<file path="src/nvsram_host_pkg.sv">
// Constants, types and helpers shared by the non-volatile SRAM host controller
package nvsram_host_pkg;

    localparam int ADDR_W        = 13;
    localparam int DATA_W        = 8;
    localparam int TIMER_W       = 19;
    localparam int SEQ_LAST      = 5;

    localparam int CLK_PERIOD_NS = 25;
    localparam int ACCESS_NS     = 45;
    localparam int STORE_MS      = 10;
    localparam int RECALL_US     = 20;
    localparam int RECALL_INIT_US = 25;
    localparam int SYNC_CYC      = 2;

    // Least times, rounded up to whole clock cycles
    localparam int PULSE_CYC       = (ACCESS_NS + CLK_PERIOD_NS - 1) / CLK_PERIOD_NS;
    localparam int READ_CYC        = PULSE_CYC + SYNC_CYC + 1;
    localparam int STORE_CYC       = (STORE_MS * 1000000 + CLK_PERIOD_NS - 1) / CLK_PERIOD_NS;
    localparam int RECALL_CYC      = (RECALL_US * 1000 + CLK_PERIOD_NS - 1) / CLK_PERIOD_NS;
    localparam int RECALL_INIT_CYC =
        (RECALL_INIT_US * 1000 + CLK_PERIOD_NS - 1) / CLK_PERIOD_NS;
    localparam int POWERUP_CYC     = RECALL_CYC;

    localparam logic [ADDR_W-1:0] SEQ_ADDR_0      = 13'h0000;
    localparam logic [ADDR_W-1:0] SEQ_ADDR_1      = 13'h1555;
    localparam logic [ADDR_W-1:0] SEQ_ADDR_2      = 13'h0AAA;
    localparam logic [ADDR_W-1:0] SEQ_ADDR_3      = 13'h1FFF;
    localparam logic [ADDR_W-1:0] SEQ_ADDR_4      = 13'h10F0;
    localparam logic [ADDR_W-1:0] SEQ_STORE_LAST  = 13'h0F0F;
    localparam logic [ADDR_W-1:0] SEQ_RECALL_LAST = 13'h0F0E;
    localparam logic [ADDR_W-1:0] ADDR_RESET      = 13'h0000;
    localparam logic [DATA_W-1:0] DATA_RESET      = 8'h00;

    typedef enum logic [2:0] {
        OP_READ,
        OP_WRITE,
        OP_SW_STORE,
        OP_SW_RECALL,
        OP_PIN_STORE,
        OP_PIN_RECALL
    } op_type;

    typedef struct packed {
        op_type              op;
        logic [ADDR_W-1:0]   addr;
        logic [DATA_W-1:0]   wdata;
    } cmd_type;

    typedef struct packed {
        logic                err;
        logic [DATA_W-1:0]   rdata;
    } resp_type;

    // Pin levels as driven; 1 means the active-low pin is inactive
    typedef struct packed {
        logic chip_en_low;
        logic out_en_low;
        logic write_en_low;
        logic nonvolatile_trigger_low;
    } ctl_pins_type;

    localparam ctl_pins_type PINS_IDLE = 4'hF;

    function automatic logic [ADDR_W-1:0] seq_addr(input logic [2:0] idx,
                                                   input logic       recall);
        case (idx)
            3'h0:    seq_addr = SEQ_ADDR_0;
            3'h1:    seq_addr = SEQ_ADDR_1;
            3'h2:    seq_addr = SEQ_ADDR_2;
            3'h3:    seq_addr = SEQ_ADDR_3;
            3'h4:    seq_addr = SEQ_ADDR_4;
            default: seq_addr = recall ? SEQ_RECALL_LAST : SEQ_STORE_LAST;
        endcase
    endfunction

    function automatic logic is_store(input op_type op);
        is_store = (op == OP_SW_STORE) || (op == OP_PIN_STORE);
    endfunction

    function automatic logic is_sw(input op_type op);
        is_sw = (op == OP_SW_STORE) || (op == OP_SW_RECALL);
    endfunction

endpackage

</file>
<file path="src/nvsram_host.sv">
// Host controller driving an 8K x 8 non-volatile SRAM through its pins
// Operation
// - Store needs six ordered reads, exact addresses
// - Write enable stays high through sequence
// - Address stable across whole write
// - Output enable kept high during writes
// - Write enable is last to reach store
// - Address frozen during software recall
// - Started sequence completes before restarting
`timescale 1ns/1ps
module nvsram_host #(
    parameter int STORE_WAIT_CYC = nvsram_host_pkg::STORE_CYC
) (
    input  wire logic                                 clk,
    input  wire logic                                 rst,
    input  wire logic                                 ce,
    input  wire logic                                 hw_variant,
    input  wire logic                                 cmd_valid,
    input  wire nvsram_host_pkg::cmd_type             cmd,
    output logic                                      cmd_ready,
    output logic                                      resp_valid,
    output nvsram_host_pkg::resp_type                 resp,
    output nvsram_host_pkg::ctl_pins_type             pins,
    output logic [nvsram_host_pkg::ADDR_W-1:0]        address_lines,
    output logic [nvsram_host_pkg::DATA_W-1:0]        data_lines_out,
    output logic                                      data_lines_oe,
    input  wire logic [nvsram_host_pkg::DATA_W-1:0]   data_lines_in,
    input  wire logic                                 supply_low
);
    typedef enum logic [2:0] {
        ST_POWERUP,
        ST_IDLE,
        ST_SETUP,
        ST_STROBE,
        ST_RELEASE,
        ST_NV_WAIT
    } state_type;

    state_type                            state_ff, nxt_state;
    nvsram_host_pkg::cmd_type             cmd_ff, nxt_cmd;
    nvsram_host_pkg::ctl_pins_type        ctl_ff, nxt_ctl;
    nvsram_host_pkg::resp_type            resp_ff, nxt_resp;
    logic [nvsram_host_pkg::ADDR_W-1:0]   addr_ff, nxt_addr;
    logic [nvsram_host_pkg::DATA_W-1:0]   dout_ff, nxt_dout;
    logic                                 doe_ff, nxt_doe;
    logic                                 resp_valid_ff, nxt_resp_valid;
    logic [2:0]                           idx_ff, nxt_idx;
    logic [nvsram_host_pkg::DATA_W-1:0]   din_meta_ff, din_sync_ff;
    logic                                 low_meta_ff, low_sync_ff;
    logic                                 tmr_load;
    logic [nvsram_host_pkg::TIMER_W-1:0]  tmr_value;
    logic                                 tmr_done;

    // Pin levels for the first and second phase of each operation
    function automatic nvsram_host_pkg::ctl_pins_type setup_pins(
        input nvsram_host_pkg::op_type op);
        setup_pins = nvsram_host_pkg::PINS_IDLE;
        if (op == nvsram_host_pkg::OP_PIN_STORE || op == nvsram_host_pkg::OP_PIN_RECALL) begin
            setup_pins.chip_en_low             = 1'b0;
            setup_pins.nonvolatile_trigger_low = 1'b0;
        end
    endfunction

    function automatic nvsram_host_pkg::ctl_pins_type strobe_pins(
        input nvsram_host_pkg::op_type op);
        strobe_pins = setup_pins(op);
        strobe_pins.chip_en_low = 1'b0;
        case (op)
            nvsram_host_pkg::OP_WRITE:      strobe_pins.write_en_low = 1'b0;
            nvsram_host_pkg::OP_PIN_STORE:  strobe_pins.write_en_low = 1'b0;
            default:                        strobe_pins.out_en_low   = 1'b0;
        endcase
    endfunction

    wire nvsram_host_pkg::op_type cur_op    = cmd_ff.op;
    wire                          cur_sw    = nvsram_host_pkg::is_sw(cur_op);
    wire                          cur_rcl   = (cur_op == nvsram_host_pkg::OP_SW_RECALL) ||
                                              (cur_op == nvsram_host_pkg::OP_PIN_RECALL);
    wire                          new_sw    = nvsram_host_pkg::is_sw(cmd.op);
    wire                          new_pin   = (cmd.op == nvsram_host_pkg::OP_PIN_STORE) ||
                                              (cmd.op == nvsram_host_pkg::OP_PIN_RECALL);
    wire                          refuse    = (nvsram_host_pkg::is_store(cmd.op) && low_sync_ff)
                                              || (new_sw && hw_variant)
                                              || (new_pin && !hw_variant);
    wire [nvsram_host_pkg::ADDR_W-1:0] start_addr = new_sw ?
        nvsram_host_pkg::SEQ_ADDR_0 : cmd.addr;
    wire [nvsram_host_pkg::ADDR_W-1:0] next_seq_addr =
        nvsram_host_pkg::seq_addr(idx_ff + 3'h1, cur_rcl);
    wire                          seq_more  = cur_sw && (idx_ff != 3'(nvsram_host_pkg::SEQ_LAST));
    wire                          nv_op     = cur_op != nvsram_host_pkg::OP_READ &&
                                              cur_op != nvsram_host_pkg::OP_WRITE;
    wire [nvsram_host_pkg::TIMER_W-1:0] strobe_len =
        (cur_op == nvsram_host_pkg::OP_PIN_RECALL) ?
            nvsram_host_pkg::TIMER_W'(nvsram_host_pkg::RECALL_INIT_CYC - 1) :
        (cur_op == nvsram_host_pkg::OP_WRITE || cur_op == nvsram_host_pkg::OP_PIN_STORE) ?
            nvsram_host_pkg::TIMER_W'(nvsram_host_pkg::PULSE_CYC - 1) :
            nvsram_host_pkg::TIMER_W'(nvsram_host_pkg::READ_CYC - 1);
    wire [nvsram_host_pkg::TIMER_W-1:0] nv_len = cur_rcl ?
        nvsram_host_pkg::TIMER_W'(nvsram_host_pkg::RECALL_CYC - 1) :
        nvsram_host_pkg::TIMER_W'(STORE_WAIT_CYC - 1);

    always_comb begin
        nxt_state      = state_ff;
        nxt_cmd        = cmd_ff;
        nxt_ctl        = ctl_ff;
        nxt_resp       = resp_ff;
        nxt_addr       = addr_ff;
        nxt_dout       = dout_ff;
        nxt_doe        = doe_ff;
        nxt_idx        = idx_ff;
        nxt_resp_valid = 1'b0;
        tmr_load       = 1'b0;
        tmr_value      = strobe_len;
        case (state_ff)
            ST_POWERUP: begin
                if (tmr_done) begin
                    nxt_state = ST_IDLE;
                end
            end
            ST_IDLE: begin
                if (cmd_valid) begin
                    nxt_cmd = cmd;
                    nxt_idx = 3'h0;
                    if (refuse) begin
                        nxt_resp_valid = 1'b1;
                        nxt_resp.err   = 1'b1;
                    end else begin
                        nxt_addr  = start_addr;
                        nxt_ctl   = setup_pins(cmd.op);
                        nxt_dout  = cmd.wdata;
                        nxt_doe   = (cmd.op == nvsram_host_pkg::OP_WRITE);
                        nxt_state = ST_SETUP;
                    end
                end
            end
            ST_SETUP: begin
                nxt_ctl   = strobe_pins(cur_op);
                tmr_load  = 1'b1;
                nxt_state = ST_STROBE;
            end
            ST_STROBE: begin
                if (tmr_done) begin
                    nxt_ctl       = nvsram_host_pkg::PINS_IDLE;
                    nxt_resp.err  = 1'b0;
                    nxt_resp.rdata = din_sync_ff;
                    nxt_state     = ST_RELEASE;
                end
            end
            ST_RELEASE: begin
                if (seq_more) begin
                    nxt_idx   = idx_ff + 3'h1;
                    nxt_addr  = next_seq_addr;
                    nxt_state = ST_SETUP;
                end else if (nv_op) begin
                    tmr_load  = 1'b1;
                    tmr_value = nv_len;
                    nxt_state = ST_NV_WAIT;
                end else begin
                    nxt_doe        = 1'b0;
                    nxt_resp_valid = 1'b1;
                    nxt_state      = ST_IDLE;
                end
            end
            ST_NV_WAIT: begin
                if (tmr_done) begin
                    nxt_resp_valid = 1'b1;
                    nxt_state      = ST_IDLE;
                end
            end
            default: nxt_state = ST_IDLE;
        endcase
    end

    always_ff @(posedge clk) begin
        if (rst) begin
            din_meta_ff <= nvsram_host_pkg::DATA_RESET;
            din_sync_ff <= nvsram_host_pkg::DATA_RESET;
            low_meta_ff <= 1'b1;
            low_sync_ff <= 1'b1;
        end else if (ce) begin
            din_meta_ff <= data_lines_in;
            din_sync_ff <= din_meta_ff;
            low_meta_ff <= supply_low;
            low_sync_ff <= low_meta_ff;
        end
    end

    always_ff @(posedge clk) begin
        if (rst) begin
            state_ff      <= ST_POWERUP;
            cmd_ff        <= '0;
            ctl_ff        <= nvsram_host_pkg::PINS_IDLE;
            resp_ff       <= '0;
            addr_ff       <= nvsram_host_pkg::ADDR_RESET;
            dout_ff       <= nvsram_host_pkg::DATA_RESET;
            doe_ff        <= 1'b0;
            resp_valid_ff <= 1'b0;
            idx_ff        <= 3'h0;
        end else if (ce) begin
            state_ff      <= nxt_state;
            cmd_ff        <= nxt_cmd;
            ctl_ff        <= nxt_ctl;
            resp_ff       <= nxt_resp;
            addr_ff       <= nxt_addr;
            dout_ff       <= nxt_dout;
            doe_ff        <= nxt_doe;
            resp_valid_ff <= nxt_resp_valid;
            idx_ff        <= nxt_idx;
        end
    end

    nv_cycle_timer i_nv_cycle_timer (
        .clk        (clk),
        .rst        (rst),
        .ce         (ce),
        .load       (tmr_load && ce),
        .load_value (tmr_value),
        .done       (tmr_done)
    );

    assign cmd_ready      = (state_ff == ST_IDLE) && ce;
    assign resp_valid     = resp_valid_ff;
    assign resp           = resp_ff;
    assign pins           = ctl_ff;
    assign address_lines  = addr_ff;
    assign data_lines_out = dout_ff;
    assign data_lines_oe  = doe_ff;
endmodule

</file>
<file path="src/nv_cycle_timer.sv">
// Down counter that times strobes, non-volatile cycles and the power-up wait
`timescale 1ns/1ps
module nv_cycle_timer (
    input  wire logic                                 clk,
    input  wire logic                                 rst,
    input  wire logic                                 ce,
    input  wire logic                                 load,
    input  wire logic [nvsram_host_pkg::TIMER_W-1:0]  load_value,
    output logic                                      done
);
    logic [nvsram_host_pkg::TIMER_W-1:0] count_ff;

    // Reset starts the power-up recall wait at once
    always_ff @(posedge clk) begin
        if (rst) begin
            count_ff <= nvsram_host_pkg::TIMER_W'(nvsram_host_pkg::POWERUP_CYC - 1);
        end else if (ce) begin
            if (load) begin
                count_ff <= load_value;
            end else if (count_ff != '0) begin
                count_ff <= count_ff - 1'b1;
            end
        end
    end

    assign done = (count_ff == '0) && !load;
endmodule

</file>
<file path="config.mk">
export PLATFORM = sky130hd
export DESIGN_NAME = nvsram_host
export DESIGN_NICKNAME = d
export VERILOG_FILES = /design/src/nvsram_host_pkg.sv /design/src/nvsram_host.sv /design/src/nv_cycle_timer.sv
export SDC_FILE = /design/constraint.sdc
export NUM_CORES = 1
export LEC_CHECK = 0
export BUFFER_PORTS_ARGS = -buffer_cell sky130_fd_sc_hd__buf_2
export CAP_MARGIN = 20
export CORE_MARGIN = 2
export CORE_UTILIZATION = 23
export DETAILED_ROUTE_END_ITERATION = 8
export GPL_TIMING_DRIVEN = 0
export PLACE_DENSITY = 0.41
export SLEW_MARGIN = 5
export SYNTH_ARGS = -nofsm -noshare
export SYNTH_HDL_FRONTEND = slang
export SYNTH_HIERARCHICAL = 1
export SYNTH_SLANG_ARGS = --single-unit
</file>
<file path="constraint.sdc">
create_clock -name clk -period 3.3 [get_ports clk]
set_clock_uncertainty 0.2 [all_clocks]
set_input_delay 0.495 -clock clk [delete_from_list [all_inputs] [get_ports clk]]
set_output_delay 0.495 -clock clk [all_outputs]
set_load 0.02 [all_outputs]
</file>
==> results.py, run 1 <==
metrics = {
    "run_status": {
        "status": "complete, no violations",
    },
    "run": {
        "maxCapViolCount": 0,
    },
    "yosys": {
        "yosysSeqAreaShare_pct": 39.1,
        "synthTopCellsByArea": "dfxtp_1, a21oi_1, nand2_1, nor2_1, o21ai_0",
        "yosysUniqueCellTypes": 70,
        "synth-xor-area-share_pct": 0.834,
        "synth_top_area_share_pct": 39.1,
        "synth_most_common_cell": "dfxtp_1",
        "ys_top_cells_by_count": "dfxtp_1, nand2_1, nor2_1, a21oi_1, o21ai_0",
        "synth-simple-area-share_pct": 24.6,
        "synth_area_um2": 4200,
        "yosysTopAreaCell": "dfxtp_1",
        "synth_edf_count": 0,
        "synth_compound_area_share_pct": 24.0,
        "avgSynthCellArea_um2": 8.02,
        "syn_inst": 524,
        "yosys_warnings": 6,
        "synth_top_family_by_area": "simple AND/OR/NAND/NOR gates",
        "synth-seq-cells": 82,
        "ys.flop_type": "dfxtp_1",
        "synthArstFlopShare_pct": 0,
        "muxShareOfSynthArea_pct": 4.53,
        "yosys.area_share.adder_pct": 1.79,
    },
    "sta": {
        "setup_violations": 0,
        "worst_pin_slew_ns": 0.652,
        "slew_violations": 0,
        "finalWorstSetupSlack_ns": 0.141,
        "tns_ns": 0,
        "fin_crit_sh_pct": 95.7,
        "min_period_ns": 3.16,
        "fmax_mhz": 317,
        "hold_viol_final": 0,
        "slew_headroom_pct": 56.0,
    },
    "place": {
        "port_buffers": 72,
        "gp_congestion": 0.859,
        "post-place-ws_ns": -0.831,
        "dp_hpwl_um": 9390,
    },
    "global_routing": {
        "grt_pass1_wl_um": 21600,
        "grt_max_degree": 16,
        "track_usage_pct": 13.9,
        "antenna_found_initial": 0,
        "overflow": 0,
        "grt_pass1_vias": 4077,
    },
    "floorplanning": {
        "die_area_um2": 19400,
        "initial_utilization_pct": 23.4,
        "io_pins": 75,
        "die_x_um": 139,
        "num_rows": 49,
        "core_area_um2": 18000,
        "fp.dieH_um": 139,
    },
    "cts": {
        "ctsHoldBuffers": 0,
        "clkTransAtPathRegs_ns": 0.07,
        "clock_sinks": 82,
        "cts-root-buf": "clkbuf_16",
        "cts_buffers": 9,
        "htree_levels": 3,
        "clk_latency_ns": 0.35,
        "cts_tree": "yes",
        "clock_path_buffers": 2,
    },
    "detailed_routing": {
        "drt-initial-drc-count": 305,
        "vias": 4070,
        "wl_um": 13200,
        "vias_per_cell": 4.74,
        "routedWlPerCell_um": 15.3,
        "postRouteAntennaNets": 0,
        "drc": 0,
        "drtPass1Iterations": 5,
    },
    "min_path": {
        "min_path_type": "input port to register",
        "hold_start": "supply_low",
        "hold_depth": 2,
        "holdPathEnd": "low_meta_ff",
    },
    "pwr": {
        "ir_worst_vdd_mv": 0.219,
        "p_total_mw": 2.19,
        "p_per_area_nw_per_um2": 407,
        "power.leakage_nw": 2.19,
    },
    "critical_path": {
        "slowest_delay_ns": 0.50,
        "path_max_fanout": 9,
        "end_kind": "register",
        "critPathTopFamily": "simple AND/OR/NAND/NOR gates",
        "cpMaxStageDelayCell": "a2111oi_4",
        "crit_type": "register to register",
        "regToRegSetupSlack_ns": 0.14,
        "crit_required_ns": 3.34,
        "cp_data_arrival_time_ns": 3.20,
        "r2r-start": "cur_op[1]",
        "reg2regPathDepth": 13,
        "crit_buf_inv": 3,
        "reg2reg_to": "pins[0]",
        "crit_path_start_kind": "register",
        "path_cells": "clkbuf_4 > or2_4 > and3_4 > o21a_1 > buf_6 > nor4_4 > nand2_2 > nor3_4 > buf_12 > mux2i_4 > a2111oi_4 > nor2b_1 > a211o_1",
    },
    "cells_and_area": {
        "antenna_cells": 0,
        "area_growth_pct": 28.1,
        "drive_above_1_share_pct": 24.3,
        "nNetsFinal": 668,
    },
}
## worst register-to-register path, cell delays in order (launching register included)
cell and delay, ns:
dfxtp_1 0.30, clkbuf_4 0.16, or2_4 0.26, and3_4 0.20, o21a_1 0.20, buf_6 0.13, nor4_4 0.25, nand2_2 0.12
nor3_4 0.17, buf_12 0.14, mux2i_4 0.09, a2111oi_4 0.50, nor2b_1 0.10, a211o_1 0.23
## kinds of logic after synthesis
family                     count (synthesis)
xor gates and xnor gates                   4
DFF                                       82
buffers and inverters                     47
adders and majority gates                  6
and+or+nand+nor                          207
AOI/OAI and AO/OA                        158
other                                      1
muxes                                     19
## what timing repair did
action | CTS | global route
pin swaps | 2 | 4
resized for setup | 14 | 21
setup endpoints to repair | 17 | 26
buffers inserted | 5 | 8
## through the flow
step                hold WS (ns)  cells  utilization [%]  instance area, um2
floorplan                  0.231    529                -                4230
global placement           0.238    830             27.1                4870
detailed placement         0.246    830             27.1                4870
CTS                        0.146    851             29.3                5260
global route               0.170    858             30.0                5380
finish                     0.151    858             30.0                5380
## cell usage in the layout, fill, tap and decap left out, types with 3 or more instances in the layout
| cell | n |
|---|---|
| o21a_1 | 4 |
| dfxtp_1 | 79 |
| nor3_1 | 15 |
| a311oi_1 | 4 |
| clkbuf_4 | 3 |
| buf_2 | 82 |
| nand2_1 | 67 |
| a21oi_1 | 55 |
| buf_6 | 3 |
| nor4b_1 | 3 |
| nand2b_1 | 11 |
| nor2b_1 | 8 |
| clkbuf_16 | 9 |
| conb_1 | 6 |
| o41ai_1 | 3 |
| clkbuf_1 | 17 |
| and3_1 | 5 |
| nand2_2 | 3 |
| dfxtp_2 | 3 |
| mux2i_1 | 18 |
| inv_1 | 8 |
| a211oi_1 | 11 |
| a211o_1 | 4 |
| a31oi_1 | 7 |
| buf_4 | 15 |
| o21ai_0 | 41 |
| ha_1 | 5 |
| nor2_1 | 60 |
| or2_2 | 3 |
## how the worst max path moves through the flow
stage,end,from,depth (start not counted)
after detailed placement,pins[0],ce,12
final,pins[0],cur_op[1],13
after global routing,pins[3],idx_ff[1],16
after floorplan,pins[0],idx_ff[1],14
after CTS,pins[0],state_ff[2],12
after global placement,pins[0],ce,12
## per-layer routing
metal | GRT usage (%) | share of wire, % | up-vias
li1 | - | - | 2060
met4 | 5.00 | 1.4 | 0
met2 | 22.4 | 47 | 80
met3 | 2.14 | 3.8 | 11
met1 | 18.8 | 48 | 1919
met5 | 0 | 0 | -
## where the power goes
group / internal (mW) / total [mW] / leakage (nW) / switching [mW]
sequential: 1.00 / 1.01 / 0.666 / 0.00881
clock: 0.593 / 1.04 / 0.146 / 0.449
combinational: 0.0536 / 0.138 / 1.37 / 0.0844
## flip-flops by register name, indices dropped and copies added (netlist names)
signal                     flops
pins                           4
cur_op                         3
data_lines_oe                  1
resp_valid                     1
low_meta_ff                    1
din_sync_ff                    8
low_sync_ff                    1
resp                           9
din_meta_ff                    8
data_lines_out                 8
i_nv_cycle_timer/count_ff     19
idx_ff                         3
state_ff                       3
address_lines                 13
## final cells by class
cell class	instances	area, um2
inverters	10	37.5
repair buffers	85	470
plain buffers	36	193
clock buffers	9	225
well taps	229	287
multi-input cells	400	2450
clock inverters	7	77.6
flip-flops and latches	82	1650
fillers	1938	12600
Power figures use the tool's default switching activity.
==> inputs of run 2 (changes only) <==
--- a/config.mk
+++ b/config.mk
@@ -9,11 +9,10 @@
 export CAP_MARGIN = 20
 export CORE_MARGIN = 2
 export CORE_UTILIZATION = 23
+export CTS_CLUSTER_SIZE = 12
 export DETAILED_ROUTE_END_ITERATION = 8
 export GPL_TIMING_DRIVEN = 0
 export PLACE_DENSITY = 0.41
-export SLEW_MARGIN = 5
 export SYNTH_ARGS = -nofsm -noshare
 export SYNTH_HDL_FRONTEND = slang
-export SYNTH_HIERARCHICAL = 1
 export SYNTH_SLANG_ARGS = --single-unit
==> run 2 against run 1 <==
  * Highest routed layer unchanged
  * Final area shrank 7.0%
  * Sequential power is essentially flat
  * Combinational power is essentially flat
==> results.py, run 2 <==
metrics = {
    "sta": {
        "slew_headroom_pct": 30.9,
        "hold_viol_final": 0,
        "tns_ns": 0,
        "setup_violations": 0,
        "min_period_ns": 3.14,
        "fin_crit_sh_pct": 95.2,
        "slew_violations": 0,
        "fmax_mhz": 318,
        "worst_pin_slew_ns": 1.03,
        "rsz0062_at_grt": "no",
    },
    "cells_and_area": {
        "multi_input_area_um2": 2200,
        "fin_util_pct": 29.1,
        "drive_above_1_share_pct": 17.8,
        "most-common-layout-cells": "dfxtp_1, nor2_1, buf_2",
        "area_growth_pct": 24.4,
        "ff_latch_area_um2": 1640,
        "largest_register_ffs": 19,
        "antenna_cells": 0,
        "final_common_cell": "dfxtp_1",
        "nNetsFinal": 609,
        "n_fill_cell": 1882,
        "regMostFlops": "i_nv_cycle_timer.count_ff",
    },
    "yosys": {
        "synth_compound_area_share_pct": 18.5,
        "synth-seq-cells": 82,
        "yosysSeqAreaShare_pct": 40.8,
        "synthArstFlopShare_pct": 0,
        "muxShareOfSynthArea_pct": 8.46,
        "synth_most_common_cell": "dfxtp_1",
        "synth-simple-area-share_pct": 23.8,
        "ys_top_cells_by_count": "dfxtp_1, nor2_1, mux2i_1, nand2_1, a21oi_1",
        "syn_inst": 481,
        "yosys.area_share.adder_pct": 2.43,
        "yosysTopAreaCell": "dfxtp_1",
        "synth_edf_count": 0,
        "avgSynthCellArea_um2": 8.36,
        "synth-xor-area-share_pct": 1.52,
        "yosysUniqueCellTypes": 59,
        "yosys_warnings": 0,
        "synth_top_area_share_pct": 40.8,
        "synthTopCellsByArea": "dfxtp_1, mux2i_1, nor2_1, a21oi_1, o21ai_0",
        "syn-num-nets": 526,
        "ys.flop_type": "dfxtp_1",
        "synth_top_family_by_area": "simple AND/OR/NAND/NOR gates",
        "synth_area_um2": 4020,
    },
    "cts": {
        "postCtsResizedCells": 0,
        "cts_buffers": 9,
        "htree_levels": 3,
        "clk_latency_ns": 0.34,
        "clock_sinks": 82,
        "clock_path_buffers": 2,
        "cts_tree": "yes",
        "post_cts_buffers": 0,
        "cts-root-buf": "clkbuf_16",
        "clkTransAtPathRegs_ns": 0.06,
        "ctsHoldBuffers": 0,
    },
    "global_routing": {
        "grt_pass1_wl_um": 18800,
        "track_usage_pct": 13.2,
        "grt_pass1_vias": 3556,
        "grt_max_degree": 14,
        "overflow": 0,
        "antenna_found_initial": 0,
    },
    "min_path": {
        "min_path_type": "input port to register",
        "hold_depth": 2,
    },
    "floorplanning": {
        "io_pins": 75,
        "initial_utilization_pct": 23.4,
        "die_x_um": 136,
        "fp.dieH_um": 136,
        "num_rows": 48,
        "die_area_um2": 18600,
        "core_area_um2": 17200,
    },
    "critical_path": {
        "slowest_delay_ns": 0.51,
        "crit_required_ns": 3.33,
        "path_max_fanout": 10,
        "end_kind": "register",
        "reg2regPathDepth": 8,
        "cp_data_arrival_time_ns": 3.17,
        "crit_type": "register to register",
        "path_cells": "buf_2 > or3b_1 > a211oi_4 > o21ai_0 > clkbuf_1 > nor3_1 > a31oi_1 > o31a_1",
        "crit_path_start_kind": "register",
        "cpMaxStageDelayCell": "a211oi_4",
    },
    "detailed_routing": {
        "wl_um": 11900,
        "vias": 3740,
        "drt-initial-drc-count": 158,
        "drc": 0,
        "drtPass1Iterations": 4,
        "vias_per_cell": 4.72,
        "routedWlPerCell_um": 14.9,
        "postRouteAntennaNets": 0,
    },
    "run_status": {
        "status": "complete, no violations",
    },
    "pwr": {
        "p_per_area_nw_per_um2": 464,
        "power.leakage_nw": 2.08,
        "ir_worst_vdd_mv": 0.241,
        "p_total_mw": 2.32,
    },
    "place": {
        "dp_hpwl_um": 8660,
        "gp_congestion": 0.780,
        "port_buffers": 72,
    },
    "run": {
        "maxCapViolCount": 0,
    },
}
[run 2: cell types whose count changed after synthesis, moves of 5 or more]
cell,delta
nor3_1,+8
a311oi_1,+5
buf_2,-10
nand2_1,-35
mux2i_1,+15
nand3_1,+6
o21ai_0,-14
nor2_1,+16
or3_1,+6
a21oi_1,-26
clkbuf_1,+5
[run 2: routing by layer]
| layer | GRT usage [%] | wire [um] |
|---|---|---|
| met2 | 20.4 | 5360 |
| met3 | 2.98 | 604 |
| met4 | 4.98 | 167 |
| met5 | 0 | 0 |
| met1 | 17.7 | 5720 |
[run 2: path summary, 6_finish.rpt]
| kind | start | end | slack [ns] |
|---|---|---|---|
| max | state_ff[2] | i_nv_cycle_timer.count_ff[2] | 0.16 |
| min | supply_low | low_meta_ff | 0.17 |
| max reg2reg | state_ff[2] | i_nv_cycle_timer.count_ff[2] | 0.16 |
| min reg2reg | i_nv_cycle_timer.count_ff[12] | i_nv_cycle_timer.count_ff[12] | 0.25 |
[run 2: layout make-up]
cell class,instances,share of cell area (%)
plain buffers,32,2.77
clock buffers,10,4.77
clock inverters,5,2.05
well taps,225,5.62
multi-input cells,356,44.0
repair buffers,72,7.20
flip-flops and latches,82,32.8
inverters,11,0.825
[run 2: logic make-up (layout without fill, tap and decap cells)]
| family | after synthesis | in the layout |
|---|---|---|
| flops | 82 | 82 |
| compound gates | 109 | 109 |
| fa+ha+maj | 8 | 8 |
| buf+inv | 43 | 130 |
| xor+xnor | 7 | 7 |
| simple gates | 198 | 198 |
| mux | 34 | 34 |
[run 2: worst max-delay path, delay by kind of cell, from the launching register on]
kind                   cells  cell delay [ns]
AOI/OAI and AO/OA          4             1.12
and+or+nand+nor            2             0.89
buffers and inverters      2             0.52
DFF                        1             0.30
[run 2: report_power, final]
part           internal, mW  switching [mW]  total, mW
sequential             1.01          0.0105       1.02
clock                 0.755           0.414       1.17
combinational        0.0536          0.0834      0.137
total                  1.81           0.508       2.32
[run 2: per-stage QoR]
stage	setup slack, ns	instances	instance area (um2)	hold WS (ns)
5_1_grt	0.0250	793	5010	0.173
6_report	0.159	793	5010	0.167
4_1_cts	0.173	793	5010	0.153
2_1_floorplan	0.642	481	4020	0.231
3_5_place_dp	0.196	778	4660	0.246
3_3_place_gp	0.198	778	4660	0.241
